## src/rtl/pse_event_pkg.sv

```systemverilog
package pse_event_pkg;
    // ----------------------------------------
    // command codes
    // ----------------------------------------
    localparam logic [7:0] CMD_POWER_EVENT     = 8'h02;
    localparam logic [7:0] CMD_POWER_EVENT_CLR = 8'h03;
    localparam logic [7:0] CMD_DISC_EVENT      = 8'h04;
    localparam logic [7:0] CMD_DISC_EVENT_CLR  = 8'h05;
    localparam logic [7:0] CMD_FAULT_EVENT     = 8'h06;
    localparam logic [7:0] CMD_FAULT_EVENT_CLR = 8'h07;
    localparam logic [7:0] CMD_START_EVENT     = 8'h08;
    localparam logic [7:0] CMD_START_EVENT_CLR = 8'h09;
    localparam logic [7:0] CMD_SUPPLY_EVENT    = 8'h0a;
    localparam logic [7:0] CMD_SUPPLY_EVENT_CLR= 8'h0b;

    // ----------------------------------------
    // layout and reset values
    // ----------------------------------------
    localparam int         NUM_CHANNELS        = 4;
    localparam int         HI_FIELD_LSB        = 4;
    localparam int         LO_FIELD_LSB        = 0;
    localparam logic [7:0] EVENT_RESET         = 8'h00;
    localparam logic [7:0] SUPPLY_RESET        = 8'h70;
    localparam logic [7:0] SUPPLY_USED_MASK    = 8'hf3;
    localparam logic [7:0] READ_ZERO           = 8'h00;

    // summary bit positions in the interrupt flags
    localparam int         SUM_SUPPLY          = 7;
    localparam int         SUM_START           = 6;
    localparam int         SUM_LIMIT           = 5;
    localparam int         SUM_CLASS           = 4;
    localparam int         SUM_DETECT          = 3;
    localparam int         SUM_UNPLUG          = 2;
    localparam int         SUM_PGOOD           = 1;
    localparam int         SUM_PENABLE         = 0;

    typedef enum logic [2:0] {
        SEL_NONE    = 3'b000,
        SEL_POWER   = 3'b001,
        SEL_DISC    = 3'b010,
        SEL_FAULT   = 3'b011,
        SEL_START   = 3'b100,
        SEL_SUPPLY  = 3'b101
    } reg_sel_t;
endpackage

```

## src/rtl/event_reg_if.sv

```systemverilog
`timescale 1ns/1ps
interface event_reg_if;
    logic [7:0] set_bits;
    logic [7:0] clr_bits;
    logic [7:0] value;
    modport owner (output set_bits, output clr_bits, input  value);
    modport latch (input  set_bits, input  clr_bits, output value);
endinterface

```

## src/rtl/event_latch.sv

```systemverilog
`timescale 1ns/1ps
module event_latch
    import pse_event_pkg::*;
#(
    parameter logic [7:0] RESET_VALUE = EVENT_RESET
) (
    input  wire logic mclk_i,
    input  wire logic nrst_i,
    event_reg_if.latch port
);
    // ----------------------------------------
    // sticky bits, set has priority over clear
    // ----------------------------------------
    logic [7:0] value;
    logic [7:0] next_value;

    assign next_value = (value & ~port.clr_bits) | port.set_bits; // RULE21
    assign port.value = value;

    always_ff @(posedge mclk_i) begin
        if (!nrst_i) begin
            value <= RESET_VALUE;
        end else begin
            value <= next_value;
        end
    end
endmodule

```

## src/rtl/pse_event_status_registers.sv

```systemverilog
//Function
// RULE1 - fault events: 06h plain read, 07h clears
// RULE2 - start/limit events: 08h plain, 09h clears
// RULE3 - supply events: 0Ah plain, 0Bh clears
// RULE4 - clearing read releases interrupt if sole source
// RULE5 - channel off clears fault, start bits
// RULE6 - class bits: any cycle or change only
// RULE7 - detect bits: any cycle or change only
// RULE8 - fault: unplug high, overload trip low
// RULE9 - clearing overload flag leaves timers untouched
// RULE10 - clamp flags set after limit time exceeded
// RULE11 - turn-on fail flags on start/discovery errors
// RULE12 - start fail plus power change means inrush
// RULE13 - start fail alone records power-on cause
// RULE14 - auto mode ignores invalid discovery results
// RULE15 - supply register bit layout, bits 3-2 reserved
// RULE16 - active high, bit n-1 is channel n
// RULE17 - any set bit feeds summary flag
// RULE18 - output needs mask bit and global enable
// RULE19 - power event: good change high, enable low
// RULE20 - alert low while enabled flag set
// RULE21 - event during clearing read stays latched
`timescale 1ns/1ps
module pse_event_status_registers
    import pse_event_pkg::*;
#(
    parameter int CHANNELS = NUM_CHANNELS
) (
    input  wire logic       mclk_i,
    input  wire logic       nrst_i,
    input  wire logic       cmd_valid_i,
    input  wire logic [7:0] cmd_code_i,
    output logic      [7:0] rd_data_o,
    output logic            rd_valid_o,
    output logic            rd_unmapped_o,
    input  wire logic [3:0] pgood_change_i,
    input  wire logic [3:0] penable_change_i,
    input  wire logic [3:0] class_done_i,
    input  wire logic [3:0] class_differs_i,
    input  wire logic [3:0] detect_done_i,
    input  wire logic [3:0] detect_differs_i,
    input  wire logic       class_change_only_sel,
    input  wire logic       detect_change_only_sel,
    input  wire logic [3:0] unplug_i,
    input  wire logic [3:0] overload_trip_i,
    input  wire logic [3:0] current_clamp_i,
    input  wire logic [3:0] start_timer_fault_i,
    input  wire logic [3:0] discovery_error_i,
    input  wire logic [7:0] start_cause_i,
    input  wire logic       auto_mode_i,
    input  wire logic [3:0] channel_off_i,
    input  wire logic [7:0] supply_event_i,
    input  wire logic [7:0] alert_mask_i,
    input  wire logic       alert_global_enable,
    output logic      [7:0] alert_flags_o,
    output logic            alert_n_o,
    output logic      [3:0] inrush_fault_o,
    output logic      [7:0] power_on_fault_o,
    output logic            power_on_fault_upd_o
);
    // ----------------------------------------
    // elaboration checks
    // ----------------------------------------
    if (CHANNELS != NUM_CHANNELS) begin : g_bad_channels
        $error("only a group of four channels is supported");
    end
    if (HI_FIELD_LSB != LO_FIELD_LSB + NUM_CHANNELS) begin : g_bad_layout
        $error("channel fields must share one byte side by side");
    end
    // reserved supply bits must come out of reset clear; reads mask them anyway
    if ((SUPPLY_RESET & ~SUPPLY_USED_MASK) != READ_ZERO) begin : g_bad_supply_reset
        $error("supply reset value sets a reserved bit");
    end

    // ----------------------------------------
    // local constants
    // ----------------------------------------
    localparam int         CAUSE_BITS = 2;
    localparam logic [3:0] FIELD_ALL  = 4'hf;
    localparam logic [3:0] FIELD_NONE = 4'h0;
    localparam logic [7:0] REG_ALL    = 8'hff;

    if (NUM_CHANNELS * CAUSE_BITS != $bits(power_on_fault_o)) begin : g_bad_cause
        $error("cause store must hold one field per channel");
    end

    // ----------------------------------------
    // command decode
    // ----------------------------------------
    function automatic reg_sel_t decode_sel(input logic [7:0] code);
        case (code)
            CMD_POWER_EVENT, CMD_POWER_EVENT_CLR:   decode_sel = SEL_POWER;
            CMD_DISC_EVENT, CMD_DISC_EVENT_CLR:     decode_sel = SEL_DISC;
            CMD_FAULT_EVENT, CMD_FAULT_EVENT_CLR:   decode_sel = SEL_FAULT;
            CMD_START_EVENT, CMD_START_EVENT_CLR:   decode_sel = SEL_START;
            CMD_SUPPLY_EVENT, CMD_SUPPLY_EVENT_CLR: decode_sel = SEL_SUPPLY;
            default:                                decode_sel = SEL_NONE;
        endcase
    endfunction

    // odd code of each pair is the clearing read
    function automatic logic [7:0] clear_all(input logic hit);
        clear_all = hit ? REG_ALL : READ_ZERO;
    endfunction

    reg_sel_t   sel;
    logic       is_clear_cmd;
    logic       clr_power;
    logic       clr_disc;
    logic       clr_fault;
    logic       clr_start;
    logic       clr_supply;

    assign sel          = cmd_valid_i ? decode_sel(cmd_code_i) : SEL_NONE;
    assign is_clear_cmd = cmd_code_i[0];
    assign clr_power    = (sel == SEL_POWER)  && is_clear_cmd;
    assign clr_disc     = (sel == SEL_DISC)   && is_clear_cmd;
    assign clr_fault    = (sel == SEL_FAULT)  && is_clear_cmd;   // RULE1
    assign clr_start    = (sel == SEL_START)  && is_clear_cmd;   // RULE2
    assign clr_supply   = (sel == SEL_SUPPLY) && is_clear_cmd;   // RULE3

    // ----------------------------------------
    // register instances
    // ----------------------------------------
    event_reg_if power_if ();
    event_reg_if disc_if ();
    event_reg_if fault_if ();
    event_reg_if start_if ();
    event_reg_if supply_if ();

    event_latch #(.RESET_VALUE(EVENT_RESET)) u_power (
        .mclk_i (mclk_i),
        .nrst_i (nrst_i),
        .port   (power_if.latch)
    );
    event_latch #(.RESET_VALUE(EVENT_RESET)) u_disc (
        .mclk_i (mclk_i),
        .nrst_i (nrst_i),
        .port   (disc_if.latch)
    );
    event_latch #(.RESET_VALUE(EVENT_RESET)) u_fault (
        .mclk_i (mclk_i),
        .nrst_i (nrst_i),
        .port   (fault_if.latch)
    );
    event_latch #(.RESET_VALUE(EVENT_RESET)) u_start (
        .mclk_i (mclk_i),
        .nrst_i (nrst_i),
        .port   (start_if.latch)
    );
    event_latch #(.RESET_VALUE(SUPPLY_RESET)) u_supply (
        .mclk_i (mclk_i),
        .nrst_i (nrst_i),
        .port   (supply_if.latch)
    );

    // ----------------------------------------
    // per-channel fields
    // ----------------------------------------
    logic [3:0] power_hi;
    logic [3:0] power_lo;
    logic [3:0] disc_hi;
    logic [3:0] disc_lo;
    logic [3:0] fault_hi;
    logic [3:0] fault_lo;
    logic [3:0] start_hi;
    logic [3:0] start_lo;

    assign power_hi = power_if.value[HI_FIELD_LSB +: NUM_CHANNELS];
    assign power_lo = power_if.value[LO_FIELD_LSB +: NUM_CHANNELS];
    assign disc_hi  = disc_if.value[HI_FIELD_LSB +: NUM_CHANNELS];
    assign disc_lo  = disc_if.value[LO_FIELD_LSB +: NUM_CHANNELS];
    assign fault_hi = fault_if.value[HI_FIELD_LSB +: NUM_CHANNELS];
    assign fault_lo = fault_if.value[LO_FIELD_LSB +: NUM_CHANNELS];
    assign start_hi = start_if.value[HI_FIELD_LSB +: NUM_CHANNELS];
    assign start_lo = start_if.value[LO_FIELD_LSB +: NUM_CHANNELS];

    // ----------------------------------------
    // set sources
    // ----------------------------------------
    logic [3:0] class_set;
    logic [3:0] detect_set;
    logic [3:0] discovery_fail;
    logic [3:0] turn_on_fail;
    logic [3:0] off_kept;
    logic [3:0] inrush_now;
    logic [3:0] cause_upd;

    // change-only mode needs a differing result, else any finished cycle sets
    assign class_set      = class_done_i  & (class_change_only_sel  ? class_differs_i  : FIELD_ALL); // RULE6
    assign detect_set     = detect_done_i & (detect_change_only_sel ? detect_differs_i : FIELD_ALL); // RULE7
    assign discovery_fail = auto_mode_i ? FIELD_NONE : discovery_error_i;                    // RULE14
    assign turn_on_fail   = start_timer_fault_i | discovery_fail;                            // RULE11
    // channel off wins over new events: no fault or start bit should stay flagged on a dead channel
    assign off_kept       = ~channel_off_i;

    assign power_if.set_bits  = {pgood_change_i, penable_change_i};                          // RULE19
    assign power_if.clr_bits  = clear_all(clr_power);
    assign disc_if.set_bits   = {class_set, detect_set};                                     // RULE16
    assign disc_if.clr_bits   = clear_all(clr_disc);
    assign fault_if.set_bits  = {unplug_i & off_kept, overload_trip_i & off_kept};           // RULE8
    // only the flag is cleared; the clamp and overload timers live elsewhere
    assign fault_if.clr_bits  = clear_all(clr_fault) | {channel_off_i, channel_off_i};       // RULE5 RULE9
    assign start_if.set_bits  = {current_clamp_i & off_kept, turn_on_fail & off_kept};       // RULE10 RULE11
    assign start_if.clr_bits  = clear_all(clr_start) | {channel_off_i, channel_off_i};       // RULE5
    assign supply_if.set_bits = supply_event_i & SUPPLY_USED_MASK;                           // RULE15
    assign supply_if.clr_bits = clear_all(clr_supply);

    // ----------------------------------------
    // start fault diagnosis
    // ----------------------------------------
    logic [3:0] pe_flags;
    logic [7:0] next_cause;

    assign pe_flags   = power_lo | penable_change_i;
    assign inrush_now = turn_on_fail & pe_flags;                                             // RULE12
    assign cause_upd  = turn_on_fail & ~pe_flags;                                            // RULE13

    always_comb begin
        next_cause = power_on_fault_o;
        for (int ch = 0; ch < NUM_CHANNELS; ch++) begin
            if (cause_upd[ch]) begin
                next_cause[CAUSE_BITS*ch +: CAUSE_BITS] = start_cause_i[CAUSE_BITS*ch +: CAUSE_BITS]; // RULE13
            end
        end
    end

    always_ff @(posedge mclk_i) begin
        if (!nrst_i) begin
            inrush_fault_o       <= FIELD_NONE;
            power_on_fault_o     <= READ_ZERO;
            power_on_fault_upd_o <= 1'b0;
        end else begin
            // channel off wins here too, as for the start bits
            inrush_fault_o       <= (inrush_fault_o | inrush_now) & off_kept;
            power_on_fault_o     <= next_cause;
            power_on_fault_upd_o <= |cause_upd;
        end
    end

    // ----------------------------------------
    // interrupt summary and alert pin
    // ----------------------------------------
    logic [7:0] next_flags;
    logic       alert_req;
    logic       next_alert_n;

    assign next_flags[SUM_SUPPLY]  = |supply_if.value;                                       // RULE17
    assign next_flags[SUM_START]   = |start_lo;
    // overload and clamp faults share one summary bit, as they share one mask bit
    assign next_flags[SUM_LIMIT]   = (|start_hi) | (|fault_lo);
    assign next_flags[SUM_CLASS]   = |disc_hi;
    assign next_flags[SUM_DETECT]  = |disc_lo;
    assign next_flags[SUM_UNPLUG]  = |fault_hi;
    assign next_flags[SUM_PGOOD]   = |power_hi;
    assign next_flags[SUM_PENABLE] = |power_lo;
    // flags follow events regardless of masks; only the pin is gated
    assign alert_req    = alert_global_enable && |(next_flags & alert_mask_i);               // RULE18 RULE20
    assign next_alert_n = !alert_req;                                                        // RULE4

    always_ff @(posedge mclk_i) begin
        if (!nrst_i) begin
            alert_flags_o <= READ_ZERO;
            alert_n_o     <= 1'b1;
        end else begin
            alert_flags_o <= next_flags;
            alert_n_o     <= next_alert_n;
        end
    end

    // ----------------------------------------
    // read data
    // ----------------------------------------
    logic [7:0] power_view;
    logic [7:0] disc_view;
    logic [7:0] fault_view;
    logic [7:0] start_view;
    logic [7:0] supply_view;
    logic [7:0] next_rd_data;
    logic       unmapped_hit;

    // both codes of a pair return the value held before the clear lands
    assign power_view   = (sel == SEL_POWER)  ? power_if.value : READ_ZERO;
    assign disc_view    = (sel == SEL_DISC)   ? disc_if.value : READ_ZERO;
    assign fault_view   = (sel == SEL_FAULT)  ? fault_if.value : READ_ZERO;                  // RULE1
    assign start_view   = (sel == SEL_START)  ? start_if.value : READ_ZERO;                  // RULE2
    assign supply_view  = (sel == SEL_SUPPLY) ? supply_if.value & SUPPLY_USED_MASK : READ_ZERO; // RULE3
    // views are zero unless selected, so an or makes the mux
    assign next_rd_data = power_view | disc_view | fault_view | start_view | supply_view;
    assign unmapped_hit = cmd_valid_i && (sel == SEL_NONE);

    always_ff @(posedge mclk_i) begin
        if (!nrst_i) begin
            rd_data_o     <= READ_ZERO;
            rd_valid_o    <= 1'b0;
            rd_unmapped_o <= 1'b0;
        end else begin
            rd_data_o     <= next_rd_data;
            rd_valid_o    <= cmd_valid_i;
            rd_unmapped_o <= unmapped_hit;
        end
    end
endmodule

```

## config.mk

```make
export PLATFORM = sky130hd
export DESIGN_NAME = pse_event_status_registers
export DESIGN_NICKNAME = d
export VERILOG_FILES = /design/src/rtl/pse_event_pkg.sv /design/src/rtl/event_reg_if.sv /design/src/rtl/event_latch.sv /design/src/rtl/pse_event_status_registers.sv
export SDC_FILE = /design/constraint.sdc
export NUM_CORES = 1
export LEC_CHECK = 0
export BUFFER_PORTS_ARGS = -buffer_cell sky130_fd_sc_hd__buf_2
export CAP_MARGIN = 20
export CORE_AREA = 2 2 102 94
export CTS_BUF_LIST = sky130_fd_sc_hd__clkbuf_8
export CTS_CLUSTER_SIZE = 12
export DETAILED_ROUTE_END_ITERATION = 8
export DIE_AREA = 0 0 104 96
export PLACE_DENSITY = 0.69
export SLEW_MARGIN = 20
export SYNTH_ARGS = -nofsm -noshare
export SYNTH_HDL_FRONTEND = slang
export SYNTH_HIERARCHICAL = 1
export SYNTH_SLANG_ARGS = --single-unit
```

## constraint.sdc

```tcl
create_clock -name mclk_i -period 8.5 [get_ports mclk_i]
set_input_delay 1.7 -clock mclk_i [delete_from_list [all_inputs] [get_ports mclk_i]]
set_output_delay 1.7 -clock mclk_i [all_outputs]
set_load 0.1 [all_outputs]
```

After elaboration in Yosys (flattened, before gate mapping) --
Memories as Yosys holds them, arrays and structs flattened. Index checks and enable logic that the tools add are counted.
Word-level totals: output and inout bits 32, memory bits (read-only) 48, logic and storage cells 95, memories 1, input port bits 87, flip-flop bits (word level) 72
Memory list:
- (no name shown) | words 16, bits a word 3, rd ports 1, clocked after Yosys merged registers in 0, wr ports 0, line pse_event_status_registers.sv:91 | case (code)
Cells by class: reduce and logical (&&, ||, !) cells 21, multiplexer cells 15, equality and inequality tests 5, bitwise logic cells 37
Operator list (number):
- 8-bit OR | 11
- 8-bit 2-to-1 mux | 10
- 8-bit AND | 6
- 8-bit inverter | 5
- 4-bit AND | 9
- 4-bit OR reduction | 9
- 8-bit OR reduction | 2
- 4-bit 2-to-1 mux | 3
- 4-bit OR | 3
- 4-bit inverter | 2
- 1-bit logical AND | 7
- 3-bit by 2-bit == test with 1-bit output (second input constant) | 2
- 3-bit == test (second input constant) | 2
- 3-bit 2-to-1 mux | 2
- 4-bit zero test | 1
- 3-bit by 1-bit == test with 1-bit output (second input constant) | 1
- 3-bit zero test | 1
- 1-bit zero test | 1
- 1-bit OR | 1

Logic depth before layout (Yosys ltp) --
Gate-level depths: netlist of the first run.
depth after elaboration 10, gate-level depth with buffers 8, mapped depth without buffers 6

Cells and area by module --
Netlist of the first run, hierarchy kept.
Modules (own cells, without submodules):
- pse_event_status_registers | times used 1, cells each 211, area each 1813.0 um^2, seq. area each 640.6 um^2
- event_latch (u_disc ...) | times used 4, cells each 25, area each 337.8 um^2, seq. area each 160.2 um^2
- event_latch (u_supply) | times used 1, cells each 25, area each 315.3 um^2, seq. area each 160.2 um^2

Worst setup path after synthesis of the first run --
OpenSTA, ideal clock, no wires.
path kind input to register, start point input cmd_code_i[5], end point register u_power.value[0] (netlist: u_power/port.value[0]), path slack 3.652 ns, arrival 4.733 ns, path buffers 0, required time 8.385 ns, stages on the path 5, cells stage by stage nor4_4 > nand3_2 > nor4b_1 > nor2b_4 > o21a_1
Between the ends: word-level cells in the longest chain between the ends 9
RTL lines:
- start, declared | line pse_event_status_registers.sv:32 | input wire logic [7:0] cmd_code_i,
- 4-bit zero test | line pse_event_status_registers.sv:91
- 3-bit 2-to-1 mux | line pse_event_status_registers.sv:91
- 3-bit 2-to-1 mux | line pse_event_status_registers.sv:114 | assign sel = cmd_valid_i ? decode_sel(cmd_code_i) : SEL_NONE;
- 3-bit by 1-bit == test with 1-bit output | line pse_event_status_registers.sv:116 | assign clr_power = (sel == SEL_POWER) && is_clear_cmd;
- 1-bit logical AND | line pse_event_status_registers.sv:116
- net clr_power | line pse_event_status_registers.sv:108 | logic clr_power;
- 8-bit 2-to-1 mux | line pse_event_status_registers.sv:103 | clear_all = hit ? REG_ALL : READ_ZERO;
- 8-bit inverter | line event_latch.sv:17 | assign next_value = (value & ~port.clr_bits) | port.set_bits;
- 8-bit AND | line event_latch.sv:17
- 8-bit OR | line event_latch.sv:17
- end signal, assigned | line event_latch.sv:24 | value <= next_value;
- end, declared | line event_latch.sv:14 | logic [7:0] value;
The timed path passes the listed nets, and every way through them passes these cells. A chain may end at the register's enable or synchronous reset.

==> reports/metrics.csv, run 1 <==
metric;value;unit
async_reset_ff_share;0;%
start_util;39.0;%
peakVddDrop;0.108;mV
crit_required;8780;ps
grt.total_usage;18.0;%
numCtsBuffers;9;
layout.nets;538;
antenna_found_initial;0;
die_h;96;µm
max_slew.worst_pin.slew;818;ps
ys.flop_type;dfxtp_1;
setup_viol;0;
finClkSkew;12.4;ps
rsz0062_at_grt;false;
cts-root-buf;clkbuf_8;
finalCriticalPeriod;3180;ps
vias_per_cell;4.88;
grt_pass1_vias;2878;
wl_per_cell;14.7;µm
multi_input_area;1930;µm²
syn_avg_cell_area;10.4;µm²
io_pins;119;
cts_sinks;72;
timing.rr.start;u_disc/port.value[3];
drc;0;
yosys-top-cells-area;dfxtp_1 41%, nor2b_4 15%, o21a_1 8.0%;
utilization;48.8;%
htreeDepth;3;
syn_area;3480;µm²
die_w;104;µm
clk_latency;370;ps
setup.worst_path.end_class;flop;
cts_tree;yes;
report.final.slew_viol_count;0;
drt_wl_total;8500;µm
synth_top_cell_by_area;dfxtp_1;
finalHoldViolations;0;
final_cells;578;
grt_pass1_wl;13800;µm
ys_seq_area_share;41.4;%
grt_max_degree;47;
rows;33;
numPlacedInstances;562;
ys_seq_elements;72;
period_share;37.4;%
hp-class;reg -> reg;
syn-instance-count;336;
drive_gt1_share;41.0;%
core_area;8920;µm²
synth.top_cell.area_share;41.4;%
place_congestion;0.926;
cap_violations;0;
clk_pin_slew;80;ps
min-delay-start;power_on_fault_o[2];
p_leak;1.96;nW
ys.warnings.count;6;
ys_types;46;
max_freq;0.314;GHz
start_kind;primary input;
hold_buffers;0;
port_buffers;116;
status;completed;
crit_fanout;46;
die_area;9980;µm²
cp.arrival;3460;ps
cp-startpoint;nrst_i;
dr.pass1.iters;4;
ant_nets;0;
place_hpwl;6720;µm
first_iter_violations;137;
max-clock-path-buffers;2;
p_per_area;187;nW/µm²
max-slew-margin-rel;45.5;%
via_count;2820;
synth_edf_count;0;
area_delta_synth_final;25.1;%
cts_resized;0;
gr-total-overflow;0;
diodes;0;
fin_tns_setup;0;ps
fill_cells;884;
final-seq-area;1440;µm²
postCtsSetupBuffers;0;
criticalPathCategory;in -> reg;
==> power breakdown <==
part	total [mW]	internal [mW]	leakage (nW)	switching, mW
sequential	0.370	0.357	0.595	0.0133
combinational	0.165	0.0615	1.27	0.104
clock	0.277	0.138	0.0929	0.139
total	0.812	0.556	1.96	0.256
==> final timing paths <==
kind	endpoint	slack, ps	cells past startpoint
setup / recovery	rd_data_o[5]	5320	4
hold / removal	power_on_fault_o[2]	500	2
setup reg to reg	alert_n_o	6850	4
hold reg to reg	power_on_fault_o[2]	500	2
==> through the flow <==
| stage | setup slack, ps | power (mW) | hold WS, ps | instance area, µm² |
|---|---|---|---|---|
| floorplan | 3650 | 0.499 | 467 | 3480 |
| global placement | 4970 | 0.541 | 474 | 4150 |
| detailed placement | 4920 | 0.544 | 488 | 4150 |
| CTS | 5310 | 0.824 | 513 | 4350 |
| global route | 5100 | 0.850 | 532 | 4350 |
| finish | 5320 | 0.812 | 504 | 4350 |
==> critical path: stages <==
cell	delay, ps
buf_2	620
inv_1	600
nor2_1	360
o2bb2ai_1	160
==> cell usage in the layout, fill, tap and decap left out, types with 5 or more instances in the layout <==
cell type / n
o21a_1: 37
nand2b_1: 15
nor2b_1: 17
clkbuf_8: 9
nor4_1: 10
mux2i_1: 10
nor2_1: 28
a22oi_1: 6
dfxtp_1: 72
buf_2: 116
inv_1: 11
nor2b_4: 37
nor3_1: 5
a21oi_1: 6
a21boi_0: 9
==> Yosys cell counts, drive strengths merged, types with 3 or more instances <==
master	count
a32o	4
o21ai	4
and2	3
a22oi	6
a22o	4
nor4	11
nor2b	54
o2bb2ai	4
o21ba	4
and3	3
nand2b	15
buf	12
mux2	4
nand3	4
nand2	3
mux2i	10
a21oi	6
nor3	5
dfxtp	72
o21a	37
nor2	28
a21boi	9
nand3b	3
inv	11
==> kinds of logic (layout without fill, tap and decap cells) <==
family | after synthesis | after routing | share of synthesized area (%)
other | 1 | 2 | 0.108
AO/OA/AOI/OAI | 86 | 86 | 18.9
AND/OR/NAND/NOR | 138 | 138 | 31.9
multiplexers | 14 | 14 | 4.17
buffers and inverters | 25 | 144 | 3.52
flip-flops | 72 | 72 | 41.4
==> layout make-up <==
type / instances / share of cell area (%)
clock inverters: 7 / 1.81
repair buffers: 117 / 13.5
multi-input cells: 240 / 44.2
inverters: 11 / 0.949
clock buffers: 9 / 2.85
well taps: 122 / 3.51
flip-flops and latches: 72 / 33.1
==> flip-flops by register name, indices dropped and copies added (netlist names), 4 cells and up <==
name	cells
u_fault/port.value	8
inrush_fault_o	4
power_on_fault_o	8
rd_data_o	8
u_power/port.value	8
alert_flags_o	8
u_disc/port.value	8
u_start/port.value	8
u_supply/port.value	8
==> per-layer routing <==
metal / part of all wire, % / GRT usage (%) / up-vias / wire length (µm)
met5: 0 / 0 / - / 0
li1: - / - / 1407 / -
met4: 1.2 / 4.17 / 0 / 106
met3: 7.0 / 6.03 / 11 / 599
met1: 44 / 21.5 / 1302 / 3710
met2: 48 / 31.9 / 100 / 4080
No activity file was read; power rests on OpenSTA's default activity.
==> inputs of run 2 (changes only) <==
--- a/config.mk
+++ b/config.mk
@@ -5,13 +5,14 @@
 export SDC_FILE = /design/constraint.sdc
 export NUM_CORES = 1
 export LEC_CHECK = 0
+export ABC_AREA = 1
 export BUFFER_PORTS_ARGS = -buffer_cell sky130_fd_sc_hd__buf_2
 export CAP_MARGIN = 20
-export CORE_AREA = 2 2 102 94
+export CORE_AREA = 2 2 100 92
 export CTS_BUF_LIST = sky130_fd_sc_hd__clkbuf_8
 export CTS_CLUSTER_SIZE = 12
 export DETAILED_ROUTE_END_ITERATION = 8
-export DIE_AREA = 0 0 104 96
+export DIE_AREA = 0 0 102 94
 export PLACE_DENSITY = 0.69
 export SLEW_MARGIN = 20
 export SYNTH_ARGS = -nofsm -noshare
==> constraint.sdc (replaced) <==
create_clock -name mclk_i -period 3.32 [get_ports mclk_i]
set_input_delay 0.664 -clock mclk_i [delete_from_list [all_inputs] [get_ports mclk_i]]
set_output_delay 0.664 -clock mclk_i [all_outputs]
set_load 0.1 [all_outputs]
==> reports/metrics.csv, run 2 <==
metric;value;unit;change
status;completed;;
fin_area;4240;µm²;-2.5%
grt_max_degree;22;;-53%
hp-class;reg -> reg;;
drc;0;;unchanged
htreeDepth;3;;unchanged
grt_pass1_wl;14400;µm;+4.2%
finClkSkew;4.05;ps;-8.39 ps
final_cells;761;;+32%
die_area;9590;µm²;-4.0%
clk_latency;340;ps;-30 ps
clk_pin_slew;70;ps;about the same
place_congestion;0.848;;-8.4%
fin_tns_setup;0;ps;unchanged
die_w;102;µm;-1.9%
ys_seq_area_share;43.1;%;+1.7 points
ys_types;24;;-48%
max-slew-margin-rel;49.9;%;+4.4 points
cts_tree;yes;;
area_delta_synth_final;26.9;%;
port_buffers;116;;unchanged
cap_violations;0;;unchanged
worst-r2r-cell-count;5;;+1
grt_pass1_vias;3235;;+12%
vias_per_cell;4.40;;-9.8%
crit_required;3550;ps;-5230 ps
ys.warnings.count;6;;unchanged
ys_seq_elements;72;;unchanged
gr-total-overflow;0;;unchanged
cts_sinks;72;;unchanged
p_leak;2.33;nW;+19%
most-common-layout-cells;131 x inv_1, 116 x buf_2, 87 x nand2_1;;
max_slew.worst_pin.slew;751;ps;-67.0 ps
worst-path-buf-inv;2;;unchanged
diodes;0;;unchanged
utilization;50.0;%;+1.2 points
r2r_slack;2070;ps;-4780 ps
die_h;94;µm;-2.1%
hold_depth;2;;unchanged
max_stage_delay;550;ps;-70 ps
cp.arrival;2380;ps;-1080 ps
ant_nets;0;;unchanged
grt.total_usage;19.1;%;+1.0 points
dpl-instance-area;4060;µm²;-2.1%
worst-path-stages;9;;+5
start_util;39.4;%;+0.39 points
postCtsSetupBuffers;0;;unchanged
finalCriticalPeriod;2140;ps;
synth_top_cells_by_count;128 x inv_1, 87 x nand2_1, 76 x nor2_1, 72 x dfxtp_1, 55 x a21oi_1;;
final_common_cell;inv_1;;
rsz0062_at_grt;false;;
synth_top_cell_by_area;dfxtp_1;;
numCtsBuffers;9;;unchanged
crit_slowest_cell;nor2_2;;
start_kind;primary input;;
syn_avg_cell_area;6.53;µm²;-37%
drive_gt1_share;23.2;%;-18 points
ys.flop_type;dfxtp_1;;
io_pins;119;;unchanged
max-clock-path-buffers;2;;unchanged
criticalPathCategory;in -> reg;;
cts_resized;0;;unchanged
critical-path-top-delay-family;simple AND/OR/NAND/NOR gates;;
crit_fanout;20;;-57%
max_freq;0.467;GHz;
finalHoldViolations;0;;unchanged
layout.nets;724;;+35%
crit_chain;buf_2, nor2_1, nand2_4, nor2_2, nand2_1, nor2_1, inv_1, nand2_1, a21oi_1;;
core_area;8490;µm²;-4.8%
dr.pass1.iters;4;;unchanged
numPlacedInstances;745;;+33%
setup_viol;0;;unchanged
syn_area;3340;µm²;-3.9%
synth.top_cell.area_share;43.1;%;+1.7 points
peakVddDrop;0.280;mV;+160%
hold_buffers;0;;unchanged
via_count;3350;;+19%
rows;32;;-3.0%
finalPower;2.00;mW;+150%
async_reset_ff_share;0;%;unchanged
cts-root-buf;clkbuf_8;;
p_per_area;471;nW/µm²;+150%
syn-instance-count;512;;+52%
synth_edf_count;0;;unchanged
antenna_found_initial;1;;+1
yosysMostFrequentCell;inv_1;;
drt_wl_total;8780;µm;+3.2%
report.final.slew_viol_count;0;;unchanged
first_iter_violations;157;;+15%
place_hpwl;6980;µm;+3.7%
setup.worst_path.end_class;flop;;
fill_cells;877;;-0.79%
wl_per_cell;11.5;µm;-22%
period_share;64.5;%;
yosys-top-cells-area;dfxtp_1 43%, inv_1 14%, nand2_1 9.8%;;
run 2: cell types whose count changed in the layout (fill, tap and decap cells not counted), moves of 17 or more:
cell / delta
a21oi_1: +49
inv_1: +120
nand2_1: +84
nand3_1: +33
nor2_1: +48
nor2b_1: -17
nor2b_4: -37
o21a_1: -37
run 2: where the power goes:
part / total [mW] / internal [mW] / switching, mW
combinational: 0.403 / 0.105 / 0.298
clock: 0.647 / 0.335 / 0.312
sequential: 0.949 / 0.916 / 0.0333
run 2: final cells by class:
cell class / count / area, µm² / share of cell area, %
clock buffers: 9 / 124 / 2.92
well taps: 119 / 149 / 3.51
multi-input cells: 301 / 1370 / 32.3
repair buffers: 118 / 596 / 14.0
inverters: 135 / 507 / 11.9
flip-flops and latches: 72 / 1440 / 34.0
clock inverters: 7 / 56.3 / 1.33
run 2: worst paths after layout:
check	start	end
hold / removal	u_start/port.value[2]	u_start/port.value[2]
setup reg to reg	u_supply/port.value[0]	alert_n_o
setup / recovery	cmd_code_i[7]	u_disc/port.value[4]
hold reg to reg	u_start/port.value[2]	u_start/port.value[2]
run 2: cell families after synthesis:
| logic type | synth area share, % |
|---|---|
| AO/OA/AOI/OAI | 12.9 |
| buffers and inverters | 16.0 |
| flip-flops | 43.1 |
| other | 0.112 |
| AND/OR/NAND/NOR | 27.8 |
run 2: routing by layer:
metal  GRT usage, %  wire [µm]  vias up
li1               -          -     1788
met1           25.6       4150     1431
met2           29.7       3750      116
met3           6.62        780       13
met4           3.78         86        2
met5              0         13        -
run 2: worst register-to-register path: stages (launching register included):
cell      delay, ps
dfxtp_1         340
nor2_1          110
nand2_1          70
o21ai_0         230
nand4_1         260
o21bai_1        180
run 2: stage by stage:
step                setup WS (ps)  hold slack [ps]
floorplan                    1360              439
global placement              907              450
detailed placement            822              458
CTS                          1200              469
global route                  951              492
finish                       1180              469
==> inputs of run 3 (changes only) <==
--- a/config.mk
+++ b/config.mk
@@ -13,7 +13,7 @@
 export CTS_CLUSTER_SIZE = 12
 export DETAILED_ROUTE_END_ITERATION = 8
 export DIE_AREA = 0 0 102 94
-export PLACE_DENSITY = 0.69
+export PLACE_DENSITY = 0.72
 export SLEW_MARGIN = 20
 export SYNTH_ARGS = -nofsm -noshare
 export SYNTH_HDL_FRONTEND = slang
==> constraint.sdc (replaced) <==
create_clock -name mclk_i -period 1.7 [get_ports mclk_i]
set_input_delay 0.34 -clock mclk_i [delete_from_list [all_inputs] [get_ports mclk_i]]
set_output_delay 0.34 -clock mclk_i [all_outputs]
set_load 0.1 [all_outputs]
==> reports/metrics.csv, run 3 (synthesis results as in run 2) <==
metric;value;unit;change
criticalPathCategory;reg -> out;;
r2r_end;alert_n_o;;
fill_cells;893;;+1.8%
drive_gt1_share;24.6;%;+1.4 points
finalCriticalPeriod;1470;ps;
worst-path-buf-inv;1;;-1
area_delta_synth_final;30.6;%;
place_hpwl;7260;µm;+4.1%
rsz0062_at_grt;false;;
crit_slowest_cell;buf_2;;
diodes;0;;unchanged
peakVddDrop;0.477;mV;+70%
finClkSkew;10.4;ps;+6.33 ps
cts_tree;yes;;
numCtsBuffers;9;;unchanged
layout.nets;732;;+1.1%
max_freq;0.679;GHz;
fin_hold_ws;201;ps;-267 ps
max_stage_delay;440;ps;-110 ps
crit_required;1360;ps;-2190 ps
most-common-layout-cells;128 x inv_1, 116 x buf_2, 87 x nand2_1;;
power_switching;1.32;mW;+110%
antenna_found_initial;0;;-1
p_leak;2.38;nW;+2.4%
die_w;102;µm;unchanged
timing.rr.start;u_supply/port.value[6];;
drc;0;;unchanged
period_share;86.6;%;
cp-endpoint;rd_data_o[7];;
postCtsSetupBuffers;0;;unchanged
rows;32;;unchanged
r2r_slack;430;ps;-1640 ps
ant_nets;0;;unchanged
start_kind;flop;;
max-clock-path-buffers;2;;unchanged
io_pins;119;;unchanged
htreeDepth;3;;unchanged
hold_buffers;0;;unchanged
clk_pin_slew;80;ps;about the same
p_int;2.98;mW;+120%
port_buffers;116;;unchanged
crit_fanout;1;;-95%
setup.worst_path.end_class;primary output;;
grt.total_usage;19.8;%;+0.70 points
die_area;9590;µm²;unchanged
via_count;3429;;+2.4%
place_congestion;0.841;;-0.85%
critical-path-top-delay-family;buffers and inverters;;
gr-total-overflow;0;;unchanged
final_common_cell;inv_1;;
hp-class;in -> reg;;
dr.pass1.iters;4;;unchanged
report.final.slew_viol_count;0;;unchanged
dpl-instance-area;4120;µm²;+1.5%
worst-r2r-cell-count;5;;unchanged
cts_resized;0;;unchanged
core_area;8490;µm²;unchanged
vias_per_cell;4.46;;+1.3%
cts-root-buf;clkbuf_8;;
power.clock.fraction;38.3;%;+5.9 points
power.share.switching;30.8;%;-1.4 points
cp.arrival;1130;ps;-1250 ps
crit_chain;buf_2;;
die_h;94;µm;unchanged
min-delay-start;supply_event_i[6];;
grt_max_degree;21;;-4.5%
seq_power_share;43.1;%;-4.4 points
wl_per_cell;11.9;µm;+3.4%
p_per_area;984;nW/µm²;+110%
drt_wl_total;9170;µm;+4.4%
cap_violations;0;;unchanged
worst_slack;227;ps;-950 ps
place_ws;38.8;ps;-784 ps
first_iter_violations;156;;-0.64%
cts_sinks;72;;unchanged
grt_pass1_vias;3222;;-0.40%
fin_area;4370;µm²;+2.9%
clk_latency;350;ps;about the same
start_util;39.4;%;unchanged
fin_tns_setup;0;ps;unchanged
grt_pass1_wl;14700;µm;+2.1%
cp-startpoint;rd_data_o[7];;
combPwrFrac;18.6;%;-1.5 points
setup_viol;0;;unchanged
worst-path-stages;1;;-8
finalHoldViolations;0;;unchanged
status;completed;;
[run 3: cell types whose count changed in the layout (fill, tap and decap cells not counted)]
cell	before	now
clkinvlp_4	0	1
bufinv_16	1	3
clkinv_2	3	1
buf_4	2	10
inv_1	131	128
clkinv_4	0	2
[run 3: per-stage QoR]
step | cells | power (mW) | util (%)
after detailed placement | 753 | 2.69 | 48.6
after global placement | 753 | 2.67 | 48.6
final | 769 | 4.30 | 51.4
after global routing | 769 | 4.47 | 51.4
after CTS | 769 | 4.33 | 51.4
after floorplan | 513 | 2.44 | -
[run 3: layer usage]
layer	vias up	routed length, µm	GRT usage [%]
met5	-	0	0
met4	0	145	7.00
met3	12	639	4.09
met2	112	4100	31.8
met1	1497	4280	26.2
li1	1808	-	-
[run 3: layout make-up]
type	instances	area, µm²	share of cell area [%]
Tap cell	119	149	3.41
Inverter	135	507	11.6
Multi-Input combinational cell	301	1370	31.4
Clock buffer	9	124	2.84
Sequential cell	72	1440	33.0
Clock inverter	7	120	2.75
Timing Repair Buffer	126	656	15.0
[run 3: power groups by stage]
stage	Combinational (mW)	Sequential, mW	Clock [mW]
after floorplan	0.254	2.19	0
after global placement	0.778	1.89	0
final	0.798	1.85	1.65
after CTS	0.799	1.85	1.67
after global routing	0.867	1.86	1.74
after detailed placement	0.795	1.89	0
[run 3: worst min-delay path, stage by stage]
cell and delay, ps:
buf_2 70, nor2_1 30, o21ai_1 60
[run 3: worst min path at each step]
| stage | to | slack (ps) | cells after the start |
|---|---|---|---|
| floorplan | inrush_fault_o[0] | 420 | 1 |
| global placement | u_supply/port.value[3] | 450 | 2 |
| detailed placement | u_supply/port.value[2] | 460 | 2 |
| CTS | u_supply/port.value[6] | 190 | 3 |
| global route | u_supply/port.value[5] | 190 | 3 |
| finish | u_supply/port.value[6] | 200 | 3 |
